==> config.mk <==
export PLATFORM = sky130hd
export DESIGN_NAME = pri_top
export DESIGN_NICKNAME = d
export VERILOG_FILES = /design/src/core/pri_pkg.sv /design/src/core/pri_top.sv
export SDC_FILE = /design/constraint.sdc
export NUM_CORES = 1
export LEC_CHECK = 0
export BUFFER_PORTS_ARGS = -buffer_cell sky130_fd_sc_hd__clkbuf_2
export CAP_MARGIN = 10
export CORE_ASPECT_RATIO = 0.7
export CORE_MARGIN = 2
export CORE_UTILIZATION = 61
export CTS_BUF_LIST = sky130_fd_sc_hd__clkbuf_4
export DETAILED_ROUTE_END_ITERATION = 16
export GPL_TIMING_DRIVEN = 0
export PLACE_DENSITY = 0.82
export SETUP_SLACK_MARGIN = 0.2
export SLEW_MARGIN = 20
export SYNTH_ARGS = -nofsm -noshare
export SYNTH_HDL_FRONTEND = slang
export SYNTH_HIERARCHICAL = 1
export SYNTH_SLANG_ARGS = --single-unit
==> constraint.sdc <==
create_clock -name CLK -period 3.12 [get_ports CLK]
set_clock_uncertainty 0.05 [all_clocks]
set_input_delay 0.156 -clock CLK [delete_from_list [all_inputs] [get_ports CLK]]
set_output_delay 0.156 -clock CLK [all_outputs]
set_load 0.01 [all_outputs]
==> src/core/pri_pkg.sv <==
package pri_pkg;
   // ----------------------------------------------------------------
   // register map
   // ----------------------------------------------------------------
   localparam logic [15:0] ADR_RX_PATH_CTL  = 16'h1183;
   localparam logic [15:0] ADR_TX_OH_CTL    = 16'h1983;
   localparam logic [15:0] ADR_STATUS_BYTE  = 16'h199F;
   localparam logic [15:0] ADR_REI_STATUS   = 16'h1985;
   localparam logic [7:0]  RST_RX_PATH_CTL  = 8'h00;
   localparam logic [7:0]  RST_TX_OH_CTL    = 8'h00;
   localparam logic [7:0]  RST_STATUS_BYTE  = 8'h00;
   localparam logic [7:0]  RX_CTL_WMASK     = 8'h0F;
   // ----------------------------------------------------------------
   // field positions
   // ----------------------------------------------------------------
   localparam int STYLE_BIT   = 0;
   localparam int SEL_LO      = 5;
   localparam int SEL_HI      = 6;
   localparam int SWV_LO      = 4;
   localparam int SWV_HI      = 7;
   localparam int ST_FIFO_BIT = 4;
   localparam int ST_BUSY_BIT = 5;
   // ----------------------------------------------------------------
   // source select codes and value limits
   // ----------------------------------------------------------------
   localparam logic [1:0] SEL_AUTO = 2'h0;
   localparam logic [1:0] SEL_SW   = 2'h1;
   localparam logic [1:0] SEL_EXT  = 2'h2;
   localparam logic [3:0] REI_ZERO = 4'h0;
   localparam logic [3:0] REI_ONE  = 4'h1;
   localparam logic [3:0] REI_MAX  = 4'h8;
   // ----------------------------------------------------------------
   // serial port timing in port clock periods, fifo depth and nibble width
   // ----------------------------------------------------------------
   localparam logic [5:0] WAIT_PERIODS = 6'h1C;
   localparam logic [5:0] BIT_FIRST    = WAIT_PERIODS + 6'h01;
   localparam logic [5:0] BIT_LAST     = WAIT_PERIODS + 6'h04;
   localparam int         FIFO_DEPTH   = 8;
   localparam int         REI_W        = 4;
   // capture engine states
   typedef enum logic [1:0] {
      CAP_IDLE  = 2'b00,
      CAP_ARM   = 2'b01,
      CAP_COUNT = 2'b10
   } pri_cap_t;
endpackage : pri_pkg

==> src/core/pri_top.sv <==
// Chosen here: the plain strobed port.
`timescale 1ns/1ps
// How it works
// - auto mode sends REI whenever the receive side reports any B3 error
// - select 00 fills G1 bits 1-4 from the receive B3 result
// - receive control bit 0 picks count style or per-SPE flag style
// - count style sends errored B3 bit count, 0 to 8
// - flag style sends 1 for an errored SPE, else 0
// - select 01 copies status byte bits 7:4 into G1 bits 1-4
// - select 10 takes REI bits from the serial overhead input
// - each serial bit is latched on the rise after its driving fall

// ------------------------------------------------------------------
// small fifo
// ------------------------------------------------------------------
module pri_fifo #(
   parameter int W = 4,
   parameter int D = 8
) (
   // clock and reset
   input  wire logic         clk,
   input  wire logic         rst,
   // fill side
   input  wire logic         in_valid,
   output logic              in_ready,
   input  wire logic [W-1:0] in_data,
   // drain side
   output logic              out_valid,
   input  wire logic         out_ready,
   output logic [W-1:0]      out_data
);
   localparam int AW = $clog2(D);
   typedef struct packed {
      logic [D-1:0][W-1:0] mem;
      logic [AW:0]         wp;
      logic [AW:0]         rp;
   } pri_fifo_st_t;
   pri_fifo_st_t s_q, s_d;
   logic full, empty;

   // full and empty from pointer wrap bits
   assign empty     = (s_q.wp == s_q.rp);
   assign full      = (s_q.wp[AW-1:0] == s_q.rp[AW-1:0]) && (s_q.wp[AW] != s_q.rp[AW]);
   assign in_ready  = !full;
   assign out_valid = !empty;
   assign out_data  = s_q.mem[s_q.rp[AW-1:0]];

   // pointer and storage update
   always_comb begin
      s_d = s_q;
      if (in_valid && !full) begin
         s_d.mem[s_q.wp[AW-1:0]] = in_data;
         s_d.wp = s_q.wp + 1'b1;
      end
      if (out_ready && !empty) begin
         s_d.rp = s_q.rp + 1'b1;
      end
   end

   // state register
   always_ff @(posedge clk) begin
      if (rst) begin
         s_q <= '0;
      end else begin
         s_q <= s_d;
      end
   end
endmodule : pri_fifo

// ------------------------------------------------------------------
// REI-P source selection and insertion
// ------------------------------------------------------------------
module pri_top (
   // clock and reset
   input  wire logic        CLK,
   input  wire logic        RST,
   // register port
   input  wire logic [15:0] REG_ADDR,
   input  wire logic [7:0]  REG_WDATA,
   input  wire logic        REG_WR,
   input  wire logic        REG_RD,
   output logic [7:0]       REG_RDATA,
   // receive path B3 result
   input  wire logic        B3_RESULT_VALID,
   input  wire logic [3:0]  B3_ERR_BITS,
   // transmit SPE timing
   input  wire logic        SPE_FRAME_START,
   input  wire logic        G1_SLOT,
   output logic [3:0]       REI_OUT,
   output logic             REI_OUT_VALID,
   // serial overhead port
   input  wire logic        OVERHEAD_PORT_CLOCK,
   input  wire logic        EXT_OVERHEAD_SERIAL_IN,
   output logic             OVERHEAD_PORT_WINDOW,
   output logic             OVERHEAD_FRAME_MARK
);
   typedef struct packed {
      logic [7:0]       rx_ctl;
      logic [7:0]       tx_ctl;
      logic [7:0]       g1val;
      logic [7:0]       rdata;
      logic [3:0]       b3_rei;
      logic [3:0]       ext_rei;
      logic [3:0]       rei_out;
      logic             rei_vld;
      logic [2:0]       ck_sh;
      logic [2:0]       dn_sh;
      logic             ck_lvl;
      logic             dn_lvl;
      logic             pend;
      pri_pkg::pri_cap_t cap;
      logic [5:0]       cnt;
      logic [3:0]       shreg;
      logic             window;
      logic             mark;
      logic             push;
   } pri_st_t;
   pri_st_t s_q, s_d;

   logic [1:0] sel;
   logic       style;
   logic       rise, fall;
   logic       f_ready, f_valid;
   logic [3:0] f_data;
   logic       f_pop;

   // register field decode
   assign sel   = s_q.tx_ctl[pri_pkg::SEL_HI:pri_pkg::SEL_LO];
   assign style = s_q.rx_ctl[pri_pkg::STYLE_BIT];
   // port clock edges from the agreed level
   assign rise  = (s_q.ck_sh[1] == s_q.ck_sh[2]) && s_q.ck_sh[2] && !s_q.ck_lvl;
   assign fall  = (s_q.ck_sh[1] == s_q.ck_sh[2]) && !s_q.ck_sh[2] && s_q.ck_lvl;
   assign f_pop = G1_SLOT && (sel == pri_pkg::SEL_EXT);

   // outputs
   assign REG_RDATA            = s_q.rdata;
   assign REI_OUT              = s_q.rei_out;
   assign REI_OUT_VALID        = s_q.rei_vld;
   assign OVERHEAD_PORT_WINDOW = s_q.window;
   assign OVERHEAD_FRAME_MARK  = s_q.mark;

   // received nibble buffer
   pri_fifo #(.W(pri_pkg::REI_W), .D(pri_pkg::FIFO_DEPTH)) u_fifo (
      .clk       (CLK),
      .rst       (RST),
      .in_valid  (s_q.push),
      .in_ready  (f_ready),
      .in_data   (s_q.shreg),
      .out_valid (f_valid),
      .out_ready (f_pop),
      .out_data  (f_data)
   );

   // next state
   always_comb begin
      s_d      = s_q;
      s_d.push = 1'b0;
      s_d.rei_vld = 1'b0;
      // registers written by software
      if (REG_WR) begin
         unique case (REG_ADDR)
            pri_pkg::ADR_RX_PATH_CTL: s_d.rx_ctl = REG_WDATA & pri_pkg::RX_CTL_WMASK;
            pri_pkg::ADR_TX_OH_CTL:   s_d.tx_ctl = REG_WDATA;
            pri_pkg::ADR_STATUS_BYTE: s_d.g1val  = REG_WDATA;
            default: ;
         endcase
      end
      // read data, one cycle after the strobe
      s_d.rdata = 8'h00;
      if (REG_RD) begin
         unique case (REG_ADDR)
            pri_pkg::ADR_RX_PATH_CTL: s_d.rdata = s_q.rx_ctl;
            pri_pkg::ADR_TX_OH_CTL:   s_d.rdata = s_q.tx_ctl;
            pri_pkg::ADR_STATUS_BYTE: s_d.rdata = s_q.g1val;
            pri_pkg::ADR_REI_STATUS: begin
               s_d.rdata[3:0] = s_q.rei_out;
               s_d.rdata[pri_pkg::ST_FIFO_BIT] = f_valid;
               s_d.rdata[pri_pkg::ST_BUSY_BIT] = (s_q.cap != pri_pkg::CAP_IDLE);
            end
            default: s_d.rdata = 8'h00;
         endcase
      end
      if (B3_RESULT_VALID) begin
         if (style) begin
            s_d.b3_rei = (B3_ERR_BITS != pri_pkg::REI_ZERO) ? pri_pkg::REI_ONE
                                                            : pri_pkg::REI_ZERO;
         end else begin
            s_d.b3_rei = (B3_ERR_BITS > pri_pkg::REI_MAX) ? pri_pkg::REI_MAX
                                                          : B3_ERR_BITS;
         end
      end
      // port clock and serial input synchronisers
      s_d.ck_sh = {s_q.ck_sh[1:0], OVERHEAD_PORT_CLOCK};
      s_d.dn_sh = {s_q.dn_sh[1:0], EXT_OVERHEAD_SERIAL_IN};
      if (s_q.ck_sh[1] == s_q.ck_sh[2]) begin
         s_d.ck_lvl = s_q.ck_sh[2];
      end
      if (s_q.dn_sh[1] == s_q.dn_sh[2]) begin
         s_d.dn_lvl = s_q.dn_sh[2];
      end
      // frame start request, set wins over the take
      s_d.pend = s_q.pend | SPE_FRAME_START;
      unique case (s_q.cap)
         pri_pkg::CAP_IDLE: begin
            if (s_q.pend && f_ready && sel == pri_pkg::SEL_EXT) begin
               s_d.pend = SPE_FRAME_START;
               s_d.cap  = pri_pkg::CAP_ARM;
            end
         end
         pri_pkg::CAP_ARM: begin
            if (fall) begin
               s_d.window = 1'b1;
               s_d.mark   = 1'b1;
               s_d.cnt    = 6'h00;
               s_d.cap    = pri_pkg::CAP_COUNT;
            end
         end
         pri_pkg::CAP_COUNT: begin
            if (fall && s_q.cnt != 6'h00) begin
               s_d.mark = 1'b0;
            end
            if (rise) begin
               s_d.cnt = s_q.cnt + 6'h01;
               if (s_q.cnt >= pri_pkg::BIT_FIRST) begin
                  s_d.shreg = {s_q.shreg[2:0], s_q.dn_lvl};
               end
               if (s_q.cnt == pri_pkg::BIT_LAST) begin
                  s_d.push   = 1'b1;
                  s_d.window = 1'b0;
                  s_d.cap    = pri_pkg::CAP_IDLE;
               end
            end
         end
         default: s_d.cap = pri_pkg::CAP_IDLE;
      endcase
      if (G1_SLOT) begin
         s_d.rei_vld = 1'b1;
         unique case (sel)
            pri_pkg::SEL_SW:  s_d.rei_out = s_q.g1val[pri_pkg::SWV_HI:pri_pkg::SWV_LO];
            pri_pkg::SEL_EXT: s_d.rei_out = f_valid ? f_data : s_q.ext_rei;
            default:          s_d.rei_out = s_q.b3_rei;
         endcase
         if (f_pop && f_valid) begin
            s_d.ext_rei = f_data;
         end
      end
   end

   // state register
   always_ff @(posedge CLK) begin
      if (RST) begin
         s_q        <= '0;
         s_q.rx_ctl <= pri_pkg::RST_RX_PATH_CTL;
         s_q.tx_ctl <= pri_pkg::RST_TX_OH_CTL;
         s_q.g1val  <= pri_pkg::RST_STATUS_BYTE;
         s_q.cap    <= pri_pkg::CAP_IDLE;
      end else begin
         s_q <= s_d;
      end
   end
endmodule : pri_top

# Word-level counts from Yosys, hierarchy flattened
# Index checks and enable logic that the tools add are counted.
[op_classes]
n_addsub = 3
n_mul = 0
div_mod_pow = 0
magnitude_cmp = 5
n_eq_ne = 19
shifts = 0
n_mux = 26
n_bitwise = 4
reduce_logical = 32
[op_table]
columns = ["cell", "count"]
rows = [
  ["$eq 16x13->1 const B", 4],
  ["$bwmux 32", 1],
  ["$mux 4", 6],
  ["$pmux 6 s4", 1],
  ["$mux 13", 1],
  ["$bmux 4 s3", 1],
  ["$demux 4 s3", 1],
  ["$logic_and 1x1->1", 12],
  ["$pmux 6 s2", 1],
  ["$ne 2x2->1 const B", 5],
  ["$reduce_and 3->1", 3],
  ["$add 4x1->4 const B", 2],
  ["$lt 3x4->1 const B", 2],
  ["$mux 8", 1],
  ["$pmux 2 s2", 2],
  ["$pmux 4 s2", 1],
  ["$reduce_and 2->1", 4],
  ["$reduce_and 4->1", 2],
  ["$add 6x1->6 const B", 1],
  ["$eq 6x6->1 const B", 1],
  ["$ge 6x5->1 const B", 1],
  ["$mux 1", 6],
  ["$pmux 2 s3", 1],
  ["$reduce_bool 6->1", 1],
  ["other kinds (18)", 28],
]
[word_totals]
register_bits = 105
latch_bits = 0
mem_bits_rw = 0
romBits = 0
output_inout_bits = 15
n_memories = 0

# Logic depth before layout (Yosys ltp)
# Gate-level depths: netlist of the first run.
[depth]
word_depth = 7
depth_mapped = 7
ltp_nobuf = 6

# Modules after synthesis
# Netlist of the first run, hierarchy kept.
[modules_own_cells]
columns = ["module", "instances", "cells_each", "area_per_inst_um2", "seq_area_each_um2"]
rows = [
  ["pri_top", 1, 364, 3245.6, 1301.2],
  ["pri_fifo", 1, 184, 2054.5, 800.8],
]

# Worst setup path before layout of the first run
# No wires, ideal clock.
[synth_timing]
path_kind = "register -> register"
startpoint = "register u_fifo/s_q[1] in the netlist's numbering"
endpoint = "register s_q (netlist bit REI_OUT[0])"
arrival_ns = 2.254
t_required_ns = 2.938
path_slack_ns = 0.683
path_stages_with_launch = 8
path_buffers = 1
period_less_slack_ns = 2.437
cell_sequence = "dfxtp_1 -> buf_1 -> mux4_2 -> mux2_2 -> mux2_2 -> a221o_1 -> nand3_1 -> a21oi_1"
[synth_via]
elab_chain_len = 4
elab_cells_between_ends = 5
cone_classes = "eq/ne (1); mux (4)"
[synth_rtl]
columns = ["item", "line", "source"]
rows = [
  ["start: declaration", "pri_top.sv:38", "pri_fifo_st_t s_q, s_d;"],
  ["start signal: assignment", "pri_top.sv:63", "s_q <= '0;"],
  ["start signal: assignment", "pri_top.sv:65", "s_q <= s_d;"],
  ["$bmux 4 s3", "pri_top.sv:46", "assign out_data = s_q.mem[s_q.rp[AW-1:0]];"],
  ["$mux 4 (not written as such)", "pri_top.sv:46", ""],
  ["net f_data[0]", "pri_top.sv:124", "logic [3:0] f_data;"],
  ["$mux 4", "pri_top.sv:240", "pri_pkg::SEL_EXT: s_d.rei_out = f_valid ? f_data : s_q.ext_rei;"],
  ["$pmux 4 s2", "pri_top.sv:238", "unique case (sel)"],
  ["end: declaration", "pri_top.sv:118", "pri_st_t s_q, s_d;"],
]
# The timed path passes the listed nets, and every way through them passes these cells. The select of a mux whose other input is x is not followed.
# A chain may end at the register's enable or synchronous reset.

# Worst setup path in the final report of the first run
[layout_timing]
startpoint = "register u_fifo/s_q[0] in the netlist's numbering"
endpoint = "register s_q (netlist bit REI_OUT[3])"
# The elaborated chain is that of the path after synthesis.

==> results of run 1 <==
==> worst register-to-register path: stages (launching register included) <==
cell     delay [ns]
dfxtp_1        0.43
buf_2          0.34
mux4_2         0.57
mux2_2         0.32
mux2_2         0.28
a221o_1        0.32
nand3_1        0.12
a21oi_1        0.08
==> per-layer routing <==
metal / part of all wire [%] / vias to the layer above / routed length [um]
li1: - / 2132 / -
met1: 45 / 2141 / 5880
met2: 45 / 214 / 5890
met3: 8.6 / 35 / 1130
met4: 1.9 / 0 / 252
met5: 0 / - / 0
==> worst paths after layout <==
| path | cells past startpoint | end | start | slack, ns |
|---|---|---|---|---|
| setup / recovery | 7 | REI_OUT[3] | u_fifo/s_q[0] | 0.49 |
| setup reg to reg | 7 | REI_OUT[3] | u_fifo/s_q[0] | 0.49 |
| hold / removal | 3 | s_q[3] | RST | 0.03 |
| hold reg to reg | 1 | s_d[23] | s_d[22] | 0.42 |
==> cell type report <==
type / count / area (sq um)
tap: 120 / 150
buffer: 51 / 330
fill: 627 / 2340
clock inverter: 6 / 97.6
clock buffer: 10 / 75.1
inverter: 7 / 26.3
timing repair buffer: 73 / 480
sequential: 105 / 2100
multi-input combinational: 385 / 2840
==> synthesized netlist by cell type, types with 4 or more instances <==
master | count | area (sq um)
nor2_1 | 28 | 105
nand2b_1 | 57 | 357
xor2_1 | 6 | 52.6
and3_1 | 6 | 37.5
buf_2 | 4 | 20.0
mux4_2 | 8 | 180
mux2i_1 | 46 | 460
buf_6 | 7 | 78.8
nand4_1 | 29 | 181
o21ai_1 | 7 | 35.0
o21ai_0 | 23 | 115
nor2b_1 | 14 | 87.6
mux2_2 | 9 | 101
clkbuf_1 | 17 | 63.8
buf_4 | 14 | 105
a221o_1 | 4 | 40.0
ha_1 | 9 | 113
inv_1 | 7 | 26.3
dfxtp_1 | 105 | 2100
nand3_1 | 21 | 105
a21oi_1 | 43 | 215
buf_1 | 5 | 18.8
nand3b_1 | 4 | 30.0
nand2_1 | 7 | 26.3
==> sequential cells by signal, summed over array words and instances (netlist names) <==
name	flops
REI_OUT	4
u_fifo/s_q	40
REI_OUT_VALID	1
OVERHEAD_PORT_WINDOW	1
s_q	46
OVERHEAD_FRAME_MARK	1
REG_RDATA	8
s_d	4
==> timing repair <==
item	CTS	global route
setup buffers	0	0
endpoints found under the hold margin	29	0
hold buffers	23	0
resized for setup	0	1
endpoints found under the setup margin	0	3
==> placed cells by master, fill, tap and decap left out, drive strengths merged, types with 4 or more instances in the layout <==
| cell type | synthesis | routed |
|---|---|---|
| mux2i | 46 | 46 |
| nor2 | 28 | 28 |
| nor4b | 4 | 4 |
| and3 | 6 | 6 |
| nand3 | 23 | 23 |
| mux4 | 8 | 8 |
| a21oi | 43 | 43 |
| buf | 30 | 29 |
| nand3b | 7 | 7 |
| nand4 | 30 | 30 |
| o21ai | 31 | 31 |
| inv | 7 | 9 |
| nand2b | 57 | 57 |
| clkbuf | 21 | 82 |
| dlygate4sd3 | 0 | 23 |
| dfxtp | 105 | 105 |
| ha | 9 | 9 |
| nor2b | 14 | 14 |
| mux2 | 10 | 10 |
| a221o | 4 | 4 |
| xor2 | 8 | 8 |
| nand2 | 7 | 7 |
==> where the power goes <==
| part | internal, mW | switching (mW) | leakage [nW] |
|---|---|---|---|
| combinational | 0.0733 | 0.0797 | 1.51 |
| clock | 0.346 | 0.469 | 0.0931 |
| sequential | 1.35 | 0.00582 | 0.848 |
==> metrics by stage <==
step / total power [mW] / worst slack [ns] / utilization (%) / std cells / area [sq um]
2_1_floorplan: 1.46 / 0.683 / - / 548 / 5300
3_3_place_gp: 1.51 / 0.349 / 67.5 / 718 / 5700
3_5_place_dp: 1.51 / 0.275 / 67.5 / 718 / 5700
4_1_cts: 2.33 / 0.243 / 72.3 / 757 / 6100
5_1_grt: 2.39 / 0.386 / 72.3 / 757 / 6100
6_report: 2.32 / 0.491 / 72.3 / 757 / 6100
==> cells by family (layout without fill, tap and decap cells) <==
family / count (synthesis) / in the layout / synth area share (%)
xor+xnor: 9 / 9 / 1.77
simple gates: 207 / 207 / 24.8
flops: 105 / 105 / 39.7
compound gates: 96 / 96 / 10.7
buf+inv: 58 / 147 / 6.70
fa+ha+maj: 9 / 9 / 2.12
mux: 64 / 64 / 14.2
==> results.cfg, run 1 <==
[critical_path]
crit_family = multiplexers
path_max_fanout = 10
critical-path-top-cell-by-count = mux2_2
cp.required_ns = 3.41
critPathSlowestCell = mux4_2
critical_path_class = reg2reg
critPathBufInv = 1
start_kind = flop
slowest_delay_ns = 0.57
worst_ep_arrival_time_ns = 2.92
critical_path.cell_chain = buf_2 > mux4_2 > mux2_2 > mux2_2 > a221o_1 > nand3_1 > a21oi_1
endpoint_kind = flop

[pwr]
p_leak_nw = 2.45
pwr_density_cell_mw_per_mm2 = 381
max-vdd-ir-drop_mv = 0.340

[clock_tree]
htree_levels = 3
clockBufferDepth = 2
cts_made_buffers = 9
cts_tree = built
clkLatencyLatePin_ns = 0.48
path_clk_slew_ns = 0.17
cts-root-buf = clkbuf_4
cts.sinks = 105

[timing]
fin_crit_ns = 2.63
finalSetupViolations = 0
setup-tns-final_ns = 0
hold_ws_ns = 0.0275
drv_slew = 0
slew_headroom_pct = 31.4
worst_pin_slew_ns = 1.02
fin_crit_sh_pct = 84.2
clock.fmax_mhz = 380
finalHoldViolations = 0
rsz0062_at_grt = no

[yosys]
synth_area_per_cell_sq_um = 9.67
ys_ff_latch = 105
seq_area_frac_synth_pct = 39.7
synth_area_sq_mm = 0.00530
async_reset_ff_share_pct = 0
synth_cells = 548
yosys_most_used_dff = dfxtp_1
synthesis.nets = 594
synth-edff-count = 0
yosys_warnings = 6
synth.distinct_cells = 68

[detailed_routing]
drtPass1Iterations = 5
drc = 0
ant_nets = 0
wirelength_um = 13100
num_vias = 4522
drt_iter0_drc = 323
drt-wirelength-per-cell_um = 17.4
viasPerCell = 5.97

[global_route]
grt_max_degree = 19
grt_antenna_before_repair = 0
grt_pass1_vias = 4251
grt_pass1_wl_um = 20900
top_usage_layer = met2
grtUsageMet3_pct = 7.90
grtUsageMet1_pct = 38.5
grt.met2_usage_pct = 45.3
grt_overflow_total = 0
track_usage_pct = 28.7

[outcome]
run_status = finished clean

[floorplan]
core_area_sq_mm = 0.00844
io_pins = 52
start_util_pct = 62.8
fp.dieArea_sq_mm = 0.00946
die_h_um = 82.0
die_w_um = 115
core.rowCount = 28

[layout]
nNetsFinal = 678
area_growth_pct = 15.2
n_antenna_cell = 0
drive_above_1_share_pct = 21.0

[placement]
hpwl_um = 9320
gp_congestion = 0.931
portBuffers = 50

[worst_hold_path]
hold_path.class = in2reg

[flow_run]
cap_violations = 0
Note: power is estimated with default switching activity, not from simulation.
==> inputs of run 2 (changes only) <==
==> constraint.sdc (replaced) <==
create_clock -name CLK -period 2.7 [get_ports CLK]
set_clock_uncertainty 0.05 [all_clocks]
set_input_delay 0.135 -clock CLK [delete_from_list [all_inputs] [get_ports CLK]]
set_output_delay 0.135 -clock CLK [all_outputs]
set_load 0.01 [all_outputs]
==> results.cfg, run 2 (same netlist as run 1, synthesis figures left out) <==
[layout]
largest_reg_flops = 46
multi_input_area_sq_mm = 0.00284
nNetsFinal = 679
design_area_sq_mm = 0.00613
layout_commonest_cell = dfxtp_1
area_growth_pct = 15.6
regArea_sq_mm = 0.00210
num-fill-cells = 620
n_antenna_cell = 0
top_register = s_q
final_cell_mix = dfxtp_1, nand2b_1, clkbuf_2
drive_above_1_share_pct = 21.3

[pwr]
pwr-share-comb_pct = 6.6
clock_power_share_pct = 35.0
max-vdd-ir-drop_mv = 0.392
pwr-share-seq_pct = 58.4
switchingPower_mw = 0.640
pwr_density_cell_mw_per_mm2 = 438
p_leak_nw = 2.46
power.internal_mw = 2.05
swShare_pct = 23.8

[critical_path]
worst_ep_arrival_time_ns = 2.72
crit_family = multiplexers
start_kind = flop
critical_path.cell_chain = buf_6 > mux4_2 > mux2_2 > mux2_2 > a221o_1 > nand3_1 > a21oi_1
path_max_fanout = 10
cp.depth = 7
slowest_delay_ns = 0.53
critPathBufInv = 1
rr_worst_depth = 7
critical_path_class = reg2reg
critical-path-top-cell-by-count = mux2_2
cp-endpoint = REI_OUT[3]
r2r_setup_slack_ns = 0.27
cp.required_ns = 2.99
critPathSlowestCell = mux4_2
crit_start = u_fifo/s_q[0]
reg2reg_to = REI_OUT[3]
r2r_start = u_fifo/s_q[0]
endpoint_kind = flop

[timing]
finalHoldViolations = 0
slew_headroom_pct = 35.6
fin_crit_sh_pct = 90.0
drv_slew = 0
hold_ws_ns = 0.0460
rsz0062_at_grt = yes
finalSetupViolations = 0
worst_pin_slew_ns = 0.957
setup-tns-final_ns = 0
fin_crit_ns = 2.43
clock.fmax_mhz = 412

[placement]
hpwl_um = 9320
gp_congestion = 0.931
post_dp_cell_area_sq_mm = 0.00570
portBuffers = 50

[clock_tree]
htree_levels = 3
cts_tree = built
cts-root-buf = clkbuf_4
cts_made_buffers = 9
cts.sinks = 105
post_cts_buffers = 0
clkLatencyLatePin_ns = 0.48
path_clk_slew_ns = 0.16
clockBufferDepth = 2

[floorplan]
io_pins = 52
start_util_pct = 62.8
core_area_sq_mm = 0.00844
fp.dieArea_sq_mm = 0.00946
die_h_um = 82.0
core.rowCount = 28
die_w_um = 115

[global_route]
track_usage_pct = 28.5
grtUsageMet3_pct = 7.53
top_usage_layer = met2
grt_pass1_vias = 4236
grt_max_degree = 19
grt_pass1_wl_um = 20800
grt_antenna_before_repair = 0
grt_overflow_total = 0
grtUsageMet1_pct = 38.6
grt.met2_usage_pct = 45.3

[detailed_routing]
wirelength_um = 13100
viasPerCell = 5.92
drc = 0
drt-wirelength-per-cell_um = 17.3
drtPass1Iterations = 7
ant_nets = 0
drt_iter0_drc = 322
num_vias = 4488

[outcome]
run_status = finished clean

[worst_hold_path]
hold_path.class = in2reg

[flow_run]
cap_violations = 0
==> run 2: cell count changes in the layout (fill, tap and decap cells not counted), sizes merged <==
cell         previous run  this run
dlygate4sd3            23        24
clkbuf                 82        81
buf                    29        30
==> run 2: metal layers <==
layer	wire (um)	part of all wire, %	vias up
li1	-	-	2136
met1	5930	45	2123
met2	5870	45	197
met3	1070	8.2	32
met4	220	1.7	0
met5	0	0	-
==> run 2: worst min path at each step <==
stage	from	endpoint	depth (start not counted)
global route	G1_SLOT	REI_OUT_VALID	2
detailed placement	EXT_OVERHEAD_SERIAL_IN	s_d[19]	2
CTS	G1_SLOT	REI_OUT_VALID	2
finish	G1_SLOT	REI_OUT_VALID	2
floorplan	B3_RESULT_VALID	s_q[33]	1
global placement	EXT_OVERHEAD_SERIAL_IN	s_d[19]	2
==> run 2: final cells by class <==
cell class / count / share of cell area, %
Sequential cell: 105 / 34.4
Buffer: 51 / 5.54
Tap cell: 120 / 2.45
Timing Repair Buffer: 74 / 8.01
Multi-Input combinational cell: 385 / 46.4
Inverter: 7 / 0.429
Clock inverter: 6 / 1.59
Clock buffer: 10 / 1.23
==> run 2: power groups by stage <==
| stage | registers (mW) | logic (mW) | clock network (mW) |
|---|---|---|---|
| after floorplan | 1.60 | 0.0853 | 0 |
| after global placement | 1.60 | 0.142 | 0 |
| after detailed placement | 1.60 | 0.146 | 0 |
| after CTS | 1.57 | 0.173 | 0.951 |
| after global routing | 1.57 | 0.191 | 1.00 |
| final | 1.57 | 0.178 | 0.941 |
==> run 2: through the flow <==
step	power, mW	util (%)	instances	worst slack [ns]
floorplan	1.68	-	548	0.263
global placement	1.74	67.5	718	-0.0708
detailed placement	1.75	67.5	718	-0.145
CTS	2.69	72.5	758	0.208
global route	2.76	72.6	758	0.188
finish	2.69	72.6	758	0.271
==> run 2: repair_timing <==
item                                    in CTS  in global routing
resized for setup                            4                  2
hold buffers                                24                  0
endpoints found under the setup margin       4                  4
hold endpoints to repair                    31                  0
==> inputs of run 3 (changes only) <==
--- a/config.mk
+++ b/config.mk
@@ -5,15 +5,16 @@
 export SDC_FILE = /design/constraint.sdc
 export NUM_CORES = 1
 export LEC_CHECK = 0
-export BUFFER_PORTS_ARGS = -buffer_cell sky130_fd_sc_hd__clkbuf_2
+export ABC_AREA = 1
+export BUFFER_PORTS_ARGS = -buffer_cell sky130_fd_sc_hd__buf_2
 export CAP_MARGIN = 10
 export CORE_ASPECT_RATIO = 0.7
 export CORE_MARGIN = 2
-export CORE_UTILIZATION = 61
+export CORE_UTILIZATION = 62
 export CTS_BUF_LIST = sky130_fd_sc_hd__clkbuf_4
 export DETAILED_ROUTE_END_ITERATION = 16
 export GPL_TIMING_DRIVEN = 0
-export PLACE_DENSITY = 0.82
+export PLACE_DENSITY = 0.83
 export SETUP_SLACK_MARGIN = 0.2
 export SLEW_MARGIN = 20
 export SYNTH_ARGS = -nofsm -noshare
==> results.cfg, run 3 <==
[global_route]
grt_pass1_vias = 5154
grt_overflow_total = 0
grt_antenna_before_repair = 0
track_usage_pct = 29.2
grt_max_degree = 18
grt_pass1_wl_um = 23500

[flow_run]
cap_violations = 0

[yosys]
yosys_most_used_dff = dfxtp_1
synthesis.nets = 883
synth_top_area_cell = dfxtp_1
ys_ff_latch = 105
yosysMostFrequentCell = nand2_1
synth_cells = 837
yosys-top-cells-area = dfxtp_1, nand2_1, inv_1
synth_area_per_cell_sq_um = 6.76
synth-edff-count = 0
synth.distinct_cells = 40
seq_area_frac_synth_pct = 37.1
async_reset_ff_share_pct = 0
synth_top_area_share_pct = 37.1
synth_area_sq_mm = 0.00566
yosys_warnings = 6
synth_commonest_cells = nand2_1, inv_1, nor2_1

[floorplan]
io_pins = 52
die_w_um = 118
start_util_pct = 63.1
die_h_um = 83.9
core.rowCount = 29
fp.dieArea_sq_mm = 0.00992
core_area_sq_mm = 0.00896

[pwr]
p_leak_nw = 2.89
pwr_density_cell_mw_per_mm2 = 384
max-vdd-ir-drop_mv = 0.425

[layout]
final_cell_mix = nand2_1, inv_1, nor2_1
area_growth_pct = 13.8
num-fill-cells = 776
instances_no_fill = 1053
n_antenna_cell = 0
nNetsFinal = 970
layout_commonest_cell = nand2_1
drive_above_1_share_pct = 14.0
top_register = s_q
largest_reg_flops = 46
design_area_sq_mm = 0.00644

[critical_path]
cp.required_ns = 3.05
path_max_fanout = 10
critical_path_class = reg2reg
r2r_setup_slack_ns = 0.60
r2r_start = u_fifo/s_q[0]
endpoint_kind = flop
start_kind = flop
rr_worst_depth = 10
worst_ep_arrival_time_ns = 2.45
reg2reg_to = REI_OUT[3]

[timing]
worst_pin_slew_ns = 0.621
drv_slew = 0
finalSetupViolations = 0
rsz0062_at_grt = no
setup-tns-final_ns = 0
clock.fmax_mhz = 476
slew_headroom_pct = 58.6
fin_crit_sh_pct = 77.9
fin_crit_ns = 2.10
worst_slack_ns = 0.598
finalHoldViolations = 0
hold_ws_ns = 0.0502

[placement]
post_dp_cell_area_sq_mm = 0.00606
gp_congestion = 0.996
portBuffers = 50
dpl_worst_slack_ns = 0.674
dp_cells = 1011
hpwl_um = 10600

[clock_tree]
clockBufferDepth = 2
cts.sinks = 105
clkLatencyLatePin_ns = 0.46
post_cts_resized = 0
cts_made_buffers = 9
path_clk_slew_ns = 0.16
cts_tree = built
cts-root-buf = clkbuf_4
htree_levels = 3

[outcome]
run_status = finished clean

[worst_hold_path]
hold_end = REG_RDATA[2]
hold_depth = 5
hold_path.class = in2reg
holdCritStartpoint = REG_RD

[detailed_routing]
drt-wirelength-per-cell_um = 13.6
ant_nets = 0
viasPerCell = 5.35
drt_iter0_drc = 508
num_vias = 5638
wirelength_um = 14300
drc = 0
drtPass1Iterations = 5
## run 3: cell count changes after synthesis, moves of 9 or more
cell,before,now
nand2_1,7,193
nand2b_1,57,0
mux2_2,9,0
nor2_1,28,106
inv_1,7,132
nand3_1,21,48
mux2i_1,46,0
nor2_2,0,10
a21oi_1,43,64
nor2b_1,14,0
o21ai_0,23,44
## run 3: cell type report
type                       instances  area (sq um)  share of cell area [%]
buffer                            41           303                    4.70
tap                              124           155                    2.41
inverter                         137           517                    8.02
sequential                       105          2100                    32.6
timing repair buffer              76           510                    7.93
clock buffer                      10          75.1                    1.17
clock inverter                     6          41.3                   0.641
multi-input combinational        554          2740                    42.5
## run 3: critical path, cell delays in order, from the launching register on
cell and delay (ns):
dfxtp_1 0.42, buf_4 0.20, clkbuf_1 0.33, o21ai_0 0.15, nand2_1 0.10, nor2_1 0.05
a31oi_1 0.23, o21ai_0 0.13, o21ai_0 0.17, nand2_1 0.08, a21oi_1 0.14
## run 3: where the power goes
group	internal (mW)	switching [mW]
combinational	0.0763	0.0987
clock	0.203	0.522
sequential	1.56	0.00824
total	1.84	0.629
## run 3: kinds of logic after synthesis
group	count (synthesis)	synth area share [%]
AOI/OAI and AO/OA	121	11.1
and+or+nand+nor	416	33.9
buffers and inverters	178	14.5
adders and majority gates	9	1.99
DFF	105	37.1
xor gates and xnor gates	8	1.37
## run 3: metrics by stage
stage,util [%],power (mW)
finish,71.9,2.47
global placement,67.7,1.74
global route,71.9,2.57
floorplan,-,1.68
CTS,71.9,2.48
detailed placement,67.7,1.75
## run 3: per-layer routing
| layer | wire [um] | GRT usage, % | up-vias |
|---|---|---|---|
| li1 | - | - | 2808 |
| met2 | 6220 | 43.6 | 239 |
| met3 | 1300 | 7.38 | 23 |
| met5 | 0 | 0 | - |
| met1 | 6570 | 41.0 | 2568 |
| met4 | 181 | 9.75 | 0 |
## run 3: worst max-delay path by stage
stage | start | end | slack [ns] | cells past startpoint
6_report | u_fifo/s_q[0] | REI_OUT[3] | 0.60 | 10
5_1_grt | u_fifo/s_q[0] | REI_OUT[2] | 0.47 | 8
4_1_cts | u_fifo/s_q[0] | REI_OUT[3] | 0.63 | 10
3_5_place_dp | u_fifo/s_q[0] | REI_OUT[3] | 0.67 | 10
3_3_place_gp | u_fifo/s_q[0] | REI_OUT[0] | 0.71 | 8
2_1_floorplan | u_fifo/s_q[0] | REI_OUT[3] | 1.11 | 10
## run 3: what timing repair did
item | 4_1_cts | 5_1_grt
setup buffers | 0 | 0
hold endpoints to repair | 35 | 0
hold buffers | 26 | 0
